===== src/design/fdsm_pkg.sv =====
/*
 * Constants for the field diagnostic status mapper: parameter indices,
 * range map layout, reset values, event number bounds and priority limits.
 * Assumes the block runs on one system clock with a synchronous reset.
 */
// Behaviour
// - Each event number falls in sensor 000-199, electronics 200-399, configuration 400-700 or process 800-999.
// - Event groups carry a weighting of highest, high or low, the low one split into two groups.
// - Each of the four status signals owns a 32-bit range map whose set bits report matching events with it.
// - Map bits 31-28 are highest weighting, 27-24 high, 23-20 first low, 19-16 second low, each in range order.
// - After reset failure maps 31-28, check 27-24, off-spec 23-20, maintenance 19-16, all other bits clear.
// - Map bits 15 to 1 are slots tied to single events regardless of range, each clear after reset.
// - A range bit acts on every event of its whole range at once.
// - An event whose bit is clear in all four maps yields no status signal to the host.
// - Multi-bit configuration is off after reset and works only once the host selects it in the feature selection.
// - A change of assignment leaves active events as they were; the new one applies when the event recurs.
// - An event goes onto the bus only when its status signal priority is 2 to 15.
// - Priority 1 events show locally only; priority 0, the reset value, events are ignored.
// - Each status signal has its own independently writable priority.
// - A set broadcast mask bit blocks bus transmission of its events while they stay shown locally.
// - A detection enable per slot and status signal decides whether the slot's event is recorded.
package fdsm_pkg;

  localparam int unsigned FDSM_MAP_W   = 32;
  localparam int unsigned FDSM_NUM_SIG = 4;
  localparam int unsigned FDSM_PRI_W   = 4;
  localparam int unsigned FDSM_ADDR_W  = 5;
  localparam int unsigned FDSM_EVT_W   = 10;
  localparam int unsigned FDSM_SLOT_W  = 4;

  // Status signal order, also bit order of the status and report outputs
  localparam int unsigned FDSM_SIG_FAIL  = 0;
  localparam int unsigned FDSM_SIG_CHECK = 1;
  localparam int unsigned FDSM_SIG_SPEC  = 2;
  localparam int unsigned FDSM_SIG_MAINT = 3;

  // Parameter indices
  localparam logic [4:0] FDSM_IDX_MAP0  = 5'h00;
  localparam logic [4:0] FDSM_IDX_PRI0  = 5'h04;
  localparam logic [4:0] FDSM_IDX_DET0  = 5'h08;
  localparam logic [4:0] FDSM_IDX_MASK0 = 5'h0C;
  localparam logic [4:0] FDSM_IDX_FEAT  = 5'h10;
  localparam logic [4:0] FDSM_IDX_MODE  = 5'h11;
  localparam logic [4:0] FDSM_IDX_ACT0  = 5'h14;
  localparam logic [4:0] FDSM_IDX_STAT  = 5'h18;

  localparam int unsigned FDSM_FEAT_MULTIBIT = 0;
  localparam int unsigned FDSM_MODE_OUT_OF_SERVICE = 0;

  // Default range maps, slot field mask and priority values
  localparam logic [31:0] FDSM_FAIL_MAP_RST  = 32'hF000_0000;
  localparam logic [31:0] FDSM_CHECK_MAP_RST = 32'h0F00_0000;
  localparam logic [31:0] FDSM_SPEC_MAP_RST  = 32'h00F0_0000;
  localparam logic [31:0] FDSM_MAINT_MAP_RST = 32'h000F_0000;
  localparam logic [31:0] FDSM_SLOT_FIELD    = 32'h0000_FFFE;
  localparam logic [3:0]  FDSM_PRI_RST       = 4'h0;
  localparam logic [3:0]  FDSM_PRI_LOCAL     = 4'h1;
  localparam logic [3:0]  FDSM_PRI_BUS_MIN   = 4'h2;

  // Range layout
  localparam logic [4:0] FDSM_BIT_TOP = 5'h1F;

  // Allocation bounds
  localparam logic [9:0] FDSM_SENS_MAX = 10'd199;
  localparam logic [9:0] FDSM_ELEC_MAX = 10'd399;
  localparam logic [9:0] FDSM_CONF_MIN = 10'd400;
  localparam logic [9:0] FDSM_CONF_MAX = 10'd700;
  localparam logic [9:0] FDSM_PROC_MIN = 10'd800;
  localparam logic [9:0] FDSM_PROC_MAX = 10'd999;

  typedef enum logic [1:0] {
    FDSM_ALLOC_SENSOR,
    FDSM_ALLOC_ELEC,
    FDSM_ALLOC_CONF,
    FDSM_ALLOC_PROC
  } fdsm_alloc_e;

  typedef enum logic [1:0] {
    FDSM_WT_HIGHEST,
    FDSM_WT_HIGH,
    FDSM_WT_LOW_A,
    FDSM_WT_LOW_B
  } fdsm_weight_e;

endpackage : fdsm_pkg


===== src/design/fdsm_range_decoder.sv =====
/*
 * Turns an event number, its weighting and an optional slot into the
 * index of the map bit that governs it.
 * Assumes slot 0 means the event is handled by its range.
 */
module fdsm_range_decoder
  import fdsm_pkg::*;
(
  input  wire logic [9:0] num_in,    // Event number
  input  wire logic [1:0] weight_in, // Weighting group
  input  wire logic [3:0] slot_in,   // Slot, zero when none
  output logic            hit_out,   // Event maps to a bit
  output logic [4:0]      idx_out    // Map bit index
);

  fdsm_alloc_e alloc;
  logic        in_range;

  always_comb begin
    alloc    = FDSM_ALLOC_SENSOR;
    in_range = 1'b1;
    if (num_in <= FDSM_SENS_MAX) begin
      alloc = FDSM_ALLOC_SENSOR;
    end else if (num_in <= FDSM_ELEC_MAX) begin
      alloc = FDSM_ALLOC_ELEC;
    end else if (num_in >= FDSM_CONF_MIN && num_in <= FDSM_CONF_MAX) begin
      alloc = FDSM_ALLOC_CONF;
    end else if (num_in >= FDSM_PROC_MIN && num_in <= FDSM_PROC_MAX) begin
      alloc = FDSM_ALLOC_PROC;
    end else begin
      in_range = 1'b0;
    end
  end

  always_comb begin
    if (slot_in != 4'h0) begin
      hit_out = 1'b1;
      idx_out = {1'b0, slot_in};
    end else begin
      // Four bits per weighting, top down
      hit_out = in_range;
      idx_out = FDSM_BIT_TOP - {1'b0, weight_in, 2'b00} - {3'b000, alloc};
    end
  end

endmodule : fdsm_range_decoder


===== src/design/fdsm_signal_gate.sv =====
/*
 * Per status signal gating: active vector, local indication and bus release.
 * Assumes the captured assignment vector already holds the map at occurrence.
 */
module fdsm_signal_gate
  import fdsm_pkg::*;
(
  input  wire logic [31:0] act_in,    // Active range and slot bits
  input  wire logic [31:0] cap_in,    // Assignment caught at occurrence
  input  wire logic [31:0] mask_in,   // Broadcast suppression mask
  input  wire logic [3:0]  pri_in,    // Signal priority
  output logic [31:0]      vec_out,   // Active event vector
  output logic             local_out, // Shown locally
  output logic             bus_out    // Reported on the bus
);

  assign vec_out   = act_in & cap_in;
  assign local_out = (|vec_out) && (pri_in != FDSM_PRI_RST);
  assign bus_out   = (|(vec_out & ~mask_in)) && (pri_in >= FDSM_PRI_BUS_MIN);

endmodule : fdsm_signal_gate


===== src/design/fdsm_top.sv =====
/*
 * Diagnostic status mapper: records diagnostic events, assigns them to the
 * failure, check, off-spec and maintenance signals through range maps, and
 * decides local display and bus transmission per signal.
 * Assumes events come from logic on the same clock; parameters are written
 * and read over the resource block parameter port.
 */
module fdsm_top
  import fdsm_pkg::*;
(
  input  wire logic        clk_sys_in,        // System clock, 200 MHz
  input  wire logic        rst_b_in,          // Synchronous reset, active low
  input  wire logic        evt_set_in,        // Event occurs, pulse
  input  wire logic        evt_clr_in,        // Event goes away, pulse
  input  wire logic [9:0]  evt_num_in,        // Event number
  input  wire logic [1:0]  evt_weight_in,     // Event weighting group
  input  wire logic [3:0]  evt_slot_in,       // Tied slot, zero when none
  input  wire logic        cfg_wr_in,         // Parameter write strobe
  input  wire logic        cfg_rd_in,         // Parameter read strobe
  input  wire logic [4:0]  cfg_idx_in,        // Parameter index
  input  wire logic [31:0] cfg_wdata_in,      // Parameter write data
  output logic [31:0]      cfg_rdata_out,     // Parameter read data
  output logic             cfg_ack_out,       // Access done, pulse
  output logic             cfg_refused_out,   // Write refused, pulse
  output logic [3:0]       status_local_out,  // Signals shown locally
  output logic [3:0]       status_bus_out,    // Signals reported to host
  output logic             tx_valid_out,      // New bus report, pulse
  output logic [3:0]       tx_status_out,     // Signals of the report
  output logic [9:0]       tx_event_num_out   // Event of the report
);

  logic [3:0][31:0] map_r;
  logic [3:0][3:0]  pri_r;
  logic [3:0][31:0] det_r;
  logic [3:0][31:0] mask_r;
  logic [3:0][31:0] cap_r;
  logic [31:0]      act_r;
  logic             multibit_r;
  logic             out_of_service_r;
  logic [3:0][31:0] eff_map;
  logic [3:0][31:0] vec;
  logic [3:0]       sig_local;
  logic [3:0]       sig_bus;
  logic             set_hit;
  logic [4:0]       set_idx;
  logic             clr_hit;
  logic [4:0]       clr_idx;
  logic             set_take;
  logic [3:0]       new_cap;
  logic [3:0]       new_bus;
  logic             wr_map;
  logic             wr_refused;
  logic [31:0]      rd_nxt;
  logic [1:0]       sel;

  localparam logic [3:0][31:0] MAP_RST = {FDSM_MAINT_MAP_RST, FDSM_SPEC_MAP_RST,
                                          FDSM_CHECK_MAP_RST, FDSM_FAIL_MAP_RST};

  assign sel = cfg_idx_in[1:0];

  fdsm_range_decoder u_set_dec (
    .num_in    (evt_num_in),
    .weight_in (evt_weight_in),
    .slot_in   (evt_slot_in),
    .hit_out   (set_hit),
    .idx_out   (set_idx)
  );

  fdsm_range_decoder u_clr_dec (
    .num_in    (evt_num_in),
    .weight_in (evt_weight_in),
    .slot_in   (evt_slot_in),
    .hit_out   (clr_hit),
    .idx_out   (clr_idx)
  );

  // Maps in force; defaults while multi-bit is off
  always_comb begin
    for (int s = 0; s < FDSM_NUM_SIG; s++) begin
      eff_map[s] = multibit_r ? map_r[s] : MAP_RST[s];
    end
  end

  // Assignment of the new event, per signal
  always_comb begin
    for (int s = 0; s < FDSM_NUM_SIG; s++) begin
      if (evt_slot_in != 4'h0) begin
        new_cap[s] = eff_map[s][set_idx] & det_r[s][set_idx];
      end else begin
        new_cap[s] = eff_map[s][set_idx];
      end
      new_bus[s] = new_cap[s] && !mask_r[s][set_idx]
                   && (pri_r[s] >= FDSM_PRI_BUS_MIN);
    end
  end

  assign set_take = evt_set_in && set_hit;

  // Active bits; an occurrence wins over a clear of the same bit
  always_ff @(posedge clk_sys_in) begin
    if (!rst_b_in) begin
      act_r <= '0;
    end else begin
      for (int b = 1; b < FDSM_MAP_W; b++) begin
        if (set_take && set_idx == 5'(b)) begin
          act_r[b] <= 1'b1;
        end else if (evt_clr_in && clr_hit && clr_idx == 5'(b)) begin
          act_r[b] <= 1'b0;
        end
      end
      act_r[0] <= 1'b0;
    end
  end

  // Assignment is caught only at occurrence
  always_ff @(posedge clk_sys_in) begin
    if (!rst_b_in) begin
      cap_r <= '0;
    end else if (set_take) begin
      for (int s = 0; s < FDSM_NUM_SIG; s++) begin
        cap_r[s][set_idx] <= new_cap[s];
      end
    end
  end

  genvar g;
  generate
    for (g = 0; g < FDSM_NUM_SIG; g++) begin : g_sig
      fdsm_signal_gate u_gate (
        .act_in    (act_r),
        .cap_in    (cap_r[g]),
        .mask_in   (mask_r[g]),
        .pri_in    (pri_r[g]),
        .vec_out   (vec[g]),
        .local_out (sig_local[g]),
        .bus_out   (sig_bus[g])
      );
    end
  endgenerate

  always_ff @(posedge clk_sys_in) begin
    if (!rst_b_in) begin
      status_local_out <= '0;
      status_bus_out   <= '0;
    end else begin
      status_local_out <= sig_local;
      status_bus_out   <= sig_bus;
    end
  end

  // One report per occurrence that reaches the bus
  always_ff @(posedge clk_sys_in) begin
    if (!rst_b_in) begin
      tx_valid_out     <= 1'b0;
      tx_status_out    <= '0;
      tx_event_num_out <= '0;
    end else begin
      tx_valid_out <= set_take && (|new_bus);
      if (set_take && (|new_bus)) begin
        tx_status_out    <= new_bus;
        tx_event_num_out <= evt_num_in;
      end
    end
  end

  // Maps change only with multi-bit on and the block out of service
  assign wr_map     = cfg_wr_in && (cfg_idx_in[4:2] == FDSM_IDX_MAP0[4:2]);
  assign wr_refused = wr_map && !(multibit_r && out_of_service_r);

  always_ff @(posedge clk_sys_in) begin
    if (!rst_b_in) begin
      map_r <= MAP_RST;
    end else if (wr_map && !wr_refused) begin
      map_r[sel] <= cfg_wdata_in;
    end
  end

  always_ff @(posedge clk_sys_in) begin
    if (!rst_b_in) begin
      pri_r <= {FDSM_NUM_SIG{FDSM_PRI_RST}};
    end else if (cfg_wr_in && cfg_idx_in[4:2] == FDSM_IDX_PRI0[4:2]) begin
      pri_r[sel] <= cfg_wdata_in[3:0];
    end
  end

  always_ff @(posedge clk_sys_in) begin
    if (!rst_b_in) begin
      det_r <= '0;
    end else if (cfg_wr_in && cfg_idx_in[4:2] == FDSM_IDX_DET0[4:2]) begin
      det_r[sel] <= cfg_wdata_in & FDSM_SLOT_FIELD;
    end
  end

  always_ff @(posedge clk_sys_in) begin
    if (!rst_b_in) begin
      mask_r <= '0;
    end else if (cfg_wr_in && cfg_idx_in[4:2] == FDSM_IDX_MASK0[4:2]) begin
      mask_r[sel] <= cfg_wdata_in;
    end
  end

  always_ff @(posedge clk_sys_in) begin
    if (!rst_b_in) begin
      multibit_r <= 1'b0;
    end else if (cfg_wr_in && cfg_idx_in == FDSM_IDX_FEAT) begin
      multibit_r <= cfg_wdata_in[FDSM_FEAT_MULTIBIT];
    end
  end

  always_ff @(posedge clk_sys_in) begin
    if (!rst_b_in) begin
      out_of_service_r <= 1'b0;
    end else if (cfg_wr_in && cfg_idx_in == FDSM_IDX_MODE) begin
      out_of_service_r <= cfg_wdata_in[FDSM_MODE_OUT_OF_SERVICE];
    end
  end

  // Read mux; unknown indices read zero
  always_comb begin
    rd_nxt = '0;
    case (cfg_idx_in[4:2])
      FDSM_IDX_MAP0[4:2]:  rd_nxt = map_r[sel];
      FDSM_IDX_PRI0[4:2]:  rd_nxt = {28'h000_0000, pri_r[sel]};
      FDSM_IDX_DET0[4:2]:  rd_nxt = det_r[sel];
      FDSM_IDX_MASK0[4:2]: rd_nxt = mask_r[sel];
      FDSM_IDX_ACT0[4:2]:  rd_nxt = vec[sel];
      default: begin
        if (cfg_idx_in == FDSM_IDX_FEAT) begin
          rd_nxt = {31'h0000_0000, multibit_r};
        end else if (cfg_idx_in == FDSM_IDX_MODE) begin
          rd_nxt = {31'h0000_0000, out_of_service_r};
        end else if (cfg_idx_in == FDSM_IDX_STAT) begin
          rd_nxt = {24'h00_0000, sig_bus, sig_local};
        end else begin
          rd_nxt = '0;
        end
      end
    endcase
  end

  always_ff @(posedge clk_sys_in) begin
    if (!rst_b_in) begin
      cfg_rdata_out   <= '0;
      cfg_ack_out     <= 1'b0;
      cfg_refused_out <= 1'b0;
    end else begin
      cfg_ack_out     <= cfg_wr_in || cfg_rd_in;
      cfg_refused_out <= wr_refused;
      if (cfg_rd_in) begin
        cfg_rdata_out <= rd_nxt;
      end
    end
  end

endmodule : fdsm_top


===== config.mk =====
export PLATFORM = sky130hd
export DESIGN_NAME = fdsm_top
export DESIGN_NICKNAME = d
export VERILOG_FILES = /design/src/design/fdsm_pkg.sv /design/src/design/fdsm_range_decoder.sv /design/src/design/fdsm_signal_gate.sv /design/src/design/fdsm_top.sv
export SDC_FILE = /design/constraint.sdc
export NUM_CORES = 2
export LEC_CHECK = 0
export ABC_AREA = 1
export BUFFER_PORTS_ARGS = -buffer_cell sky130_fd_sc_hd__buf_2
export CAP_MARGIN = 20
export CORE_ASPECT_RATIO = 2
export CORE_MARGIN = 3
export CORE_UTILIZATION = 50
export CTS_BUF_LIST = sky130_fd_sc_hd__clkbuf_2 sky130_fd_sc_hd__clkbuf_4 sky130_fd_sc_hd__clkbuf_8
export DETAILED_ROUTE_END_ITERATION = 8
export PLACE_DENSITY = 0.67
export SLEW_MARGIN = 30
export SYNTH_ARGS = -nofsm -noshare
export SYNTH_HDL_FRONTEND = slang
export SYNTH_SLANG_ARGS = --single-unit

===== constraint.sdc =====
create_clock -name clk_sys_in -period 3.55 [get_ports clk_sys_in]
set_clock_uncertainty 0.2 [all_clocks]
set_input_delay 0.71 -clock clk_sys_in [delete_from_list [all_inputs] [get_ports clk_sys_in]]
set_output_delay 0.71 -clock clk_sys_in [all_outputs]
set_load 0.02 [all_outputs]

==> metrics.yaml <==
status: "complete, no violations"
drive_above_1_share_pct: 11.4
worst_pin_slew_ps: 944
cts_buffer_depth: 3
numCtsBuffers: 80
dpl-instance-area_mm2: 0.0304
grt_pass1_vias: 29342
fin_cells: 5225
start_util_pct: 50.6
hpwl_um: 83000
cts-htree-levels: 3
grt-ovfl-total: 0
drt_iter0_markers: 3613
fin_nets: 4476
synth_top_family_by_area: "simple AND/OR/NAND/NOR gates"
synth_compound_area_share_pct: 24.3
root_buffer: "clkbuf_8"
pwr_density_cell_mw_per_mm2: 421
crit_path_start_kind: "input port"
dr.pass1.iters: 8
vias: 30930
r2r_cells: 16
arrival_ps: 3690
synthXorXnorAreaFrac_pct: 0
cts.sinks: 546
finalCritPeriodShare_pct: 93.2
holdPathStages: 2
rows: 122
place_inst: 5079
dieArea_mm2: 0.0591
die_w_um: 173
p_total_mw: 13.6
whs_ps: 128
synth_adder_area_share_pct: 0
grt_pass1_wl_um: 175000
antenna_found_initial: 1
required_ps: 3930
utilization_pct: 58.2
p_leak_nw: 14.1
yosysWarnings: 0
synth-seq-cells: 546
hold_violations: 0
path_class: "in2reg"
ys.flop_type: "dfxtp_1"
setup_violations: 0
netlist_area_mm2: 0.0280
peakVddDrop_uv: 359
routed_via_density: 5.92
synthCells: 4312
avgRoutedWirePerCell_um: 22.3
syn2layout_area_growth_pct: 15.0
io_buffers: 115
final_area_mm2: 0.0322
fmax_mhz: 302
relSlewSlack_pct: 36.5
final-max-slew-violation-count: 0
avgSynthCellArea_um2: 6.50
cts.clk_slew.worst_paths_ps: 70
coreArea_mm2: 0.0554
cts_tree: "done"
synthesis.nets: 4371
die_y_um: 341
grt_max_degree: 120
totalWireLength_um: 116000
pin_count: 116
yosysSeqAreaShare_pct: 39.0
post-cts-setup-buffers: 0
fin_crit_ps: 3310
synthSimpleGateAreaFrac_pct: 26.5
grt.total_usage_pct: 38.1
n_fill_cell: 5591
async_flop_share_pct: 0
place.gp.congestion: 1.06
cp-end-kind: "register"
drv_cap: 0
clk_latency_ps: 690
ctsResizeCount: 0
cts_hold_buf: 0
drtAntennaViolNets: 0
drc: 0
rsz0062_at_grt: "false"
ys_types: 48
hold_class: "in2reg"
worstPathMaxFanout: 42
synthMuxAreaShare_pct: 0
synth_edf_count: 0
state kept, by name (all words and copies together) (netlist names):
register and flops:
tx_status_out 4, status_bus_out 4, det_r 60, cfg_rdata_out 32
cap_r 124, status_local_out 4, mask_r 128, tx_valid_out 1
out_of_service_r 1, cfg_ack_out 1, tx_event_num_out 10, pri_r 16
cfg_refused_out 1, act_r 31, map_r 128, multibit_r 1
cell usage after synthesis (23+ instances only):
master	count	area (µm²)
o211ai_1	37	278
o22ai_1	160	1000
inv_1	382	1430
a22oi_1	83	623
nor2_1	539	2020
nand4_1	50	313
clkbuf_1	224	841
o21ai_0	555	2780
dfxtp_1	546	10900
a21oi_1	291	1460
nand2_1	1044	3920
o21ai_1	23	115
nand3_1	170	851
buf_2	27	135
path summary, 6_finish.rpt:
| path | end | slack (ps) | from |
|---|---|---|---|
| max | cap_r[87]$_SDFFE_PN0P_ | 240 | evt_slot_in[3] |
| min | multibit_r$_SDFFE_PN0P_ | 130 | cfg_wr_in |
| max reg2reg | cap_r[87]$_SDFFE_PN0P_ | 530 | multibit_r$_SDFFE_PN0P_ |
| min reg2reg | cfg_rdata_out[24]$_SDFFE_PN0P_ | 260 | cfg_rdata_out[24]$_SDFFE_PN0P_ |
cell usage in the layout, fill, tap and decap left out, drive strengths merged:
| master | count |
|---|---|
| a21boi | 3 |
| a21oi | 291 |
| a221o | 1 |
| a221oi | 2 |
| a22oi | 83 |
| a311oi | 2 |
| a31oi | 4 |
| a32o | 2 |
| buf | 326 |
| bufinv | 6 |
| clkbuf | 125 |
| clkinv | 21 |
| clkinvlp | 3 |
| dfxtp | 546 |
| diode | 1 |
| inv | 387 |
| nand2 | 1048 |
| nand3 | 171 |
| nand3b | 6 |
| nand4 | 50 |
| nor2 | 544 |
| nor3 | 9 |
| nor4 | 15 |
| o2111ai | 6 |
| o211ai | 37 |
| o21a | 2 |
| o21ai | 578 |
| o21bai | 7 |
| o221a | 1 |
| o221ai | 20 |
| o22ai | 160 |
| o2bb2ai | 4 |
| o31ai | 10 |
| o41ai | 2 |
| or2 | 3 |
| or3 | 1 |
| or4 | 4 |
critical path, stage by stage:
cell,delay (ps)
buf_2,110
nor2_2,90
buf_4,150
nand2_4,70
a21oi_1,230
nand2_2,140
nand2_8,180
buf_12,240
buf_12,190
nand2_1,60
o21ai_1,120
nand2_1,80
nand2_1,80
o21bai_1,200
nand2_1,120
nand2_1,90
o21ai_1,80
buf_4,150
inv_1,90
buf_12,220
nand2_1,80
o211ai_1,100
inv_1,50
per-stage QoR:
step | setup TNS [ps] | setup WS (ps)
after global routing | 0 | 71.1
final | 0 | 243
after detailed placement | -26020 | -379
after CTS | 0 | 328
after floorplan | 0 | 375
after global placement | -31190 | -459
logic make-up (layout without fill, tap and decap cells):
group / count (synthesis) / in the layout
AOI/OAI and AO/OA: 1215 / 1215
and+or+nand+nor: 1851 / 1851
buffers and inverters: 700 / 868
other: 0 / 1
DFF: 546 / 546
cell type report:
| class | count | area (µm²) | share of cell area, % |
|---|---|---|---|
| multi-input cells | 3066 | 14300 | 44.5 |
| flip-flops and latches | 546 | 10900 | 33.9 |
| repair buffers | 326 | 2700 | 8.36 |
| clock buffers | 125 | 1580 | 4.91 |
| inverters | 397 | 1490 | 4.63 |
| well taps | 744 | 931 | 2.89 |
| clock inverters | 20 | 258 | 0.800 |
| diodes | 1 | 2.50 | 0.00776 |
where the power goes:
group / leakage, nW / switching, mW / internal, mW / total [mW]
Combinational: 8.75 / 0.960 / 0.412 / 1.37
Clock: 0.970 / 2.69 / 3.28 / 5.96
Sequential: 4.41 / 0.0434 / 6.18 / 6.23
Total: 14.1 / 3.69 / 9.87 / 13.6
metal layers:
layer | routed length (µm) | GRT usage (%) | vias to the layer above
met4 | 9840 | 27.6 | 0
met1 | 42100 | 44.8 | 14190
li1 | - | - | 14511
met5 | 0 | 0 | -
met3 | 10000 | 5.63 | 499
met2 | 54500 | 63.1 | 1730
Power figures use the tool's default switching activity.
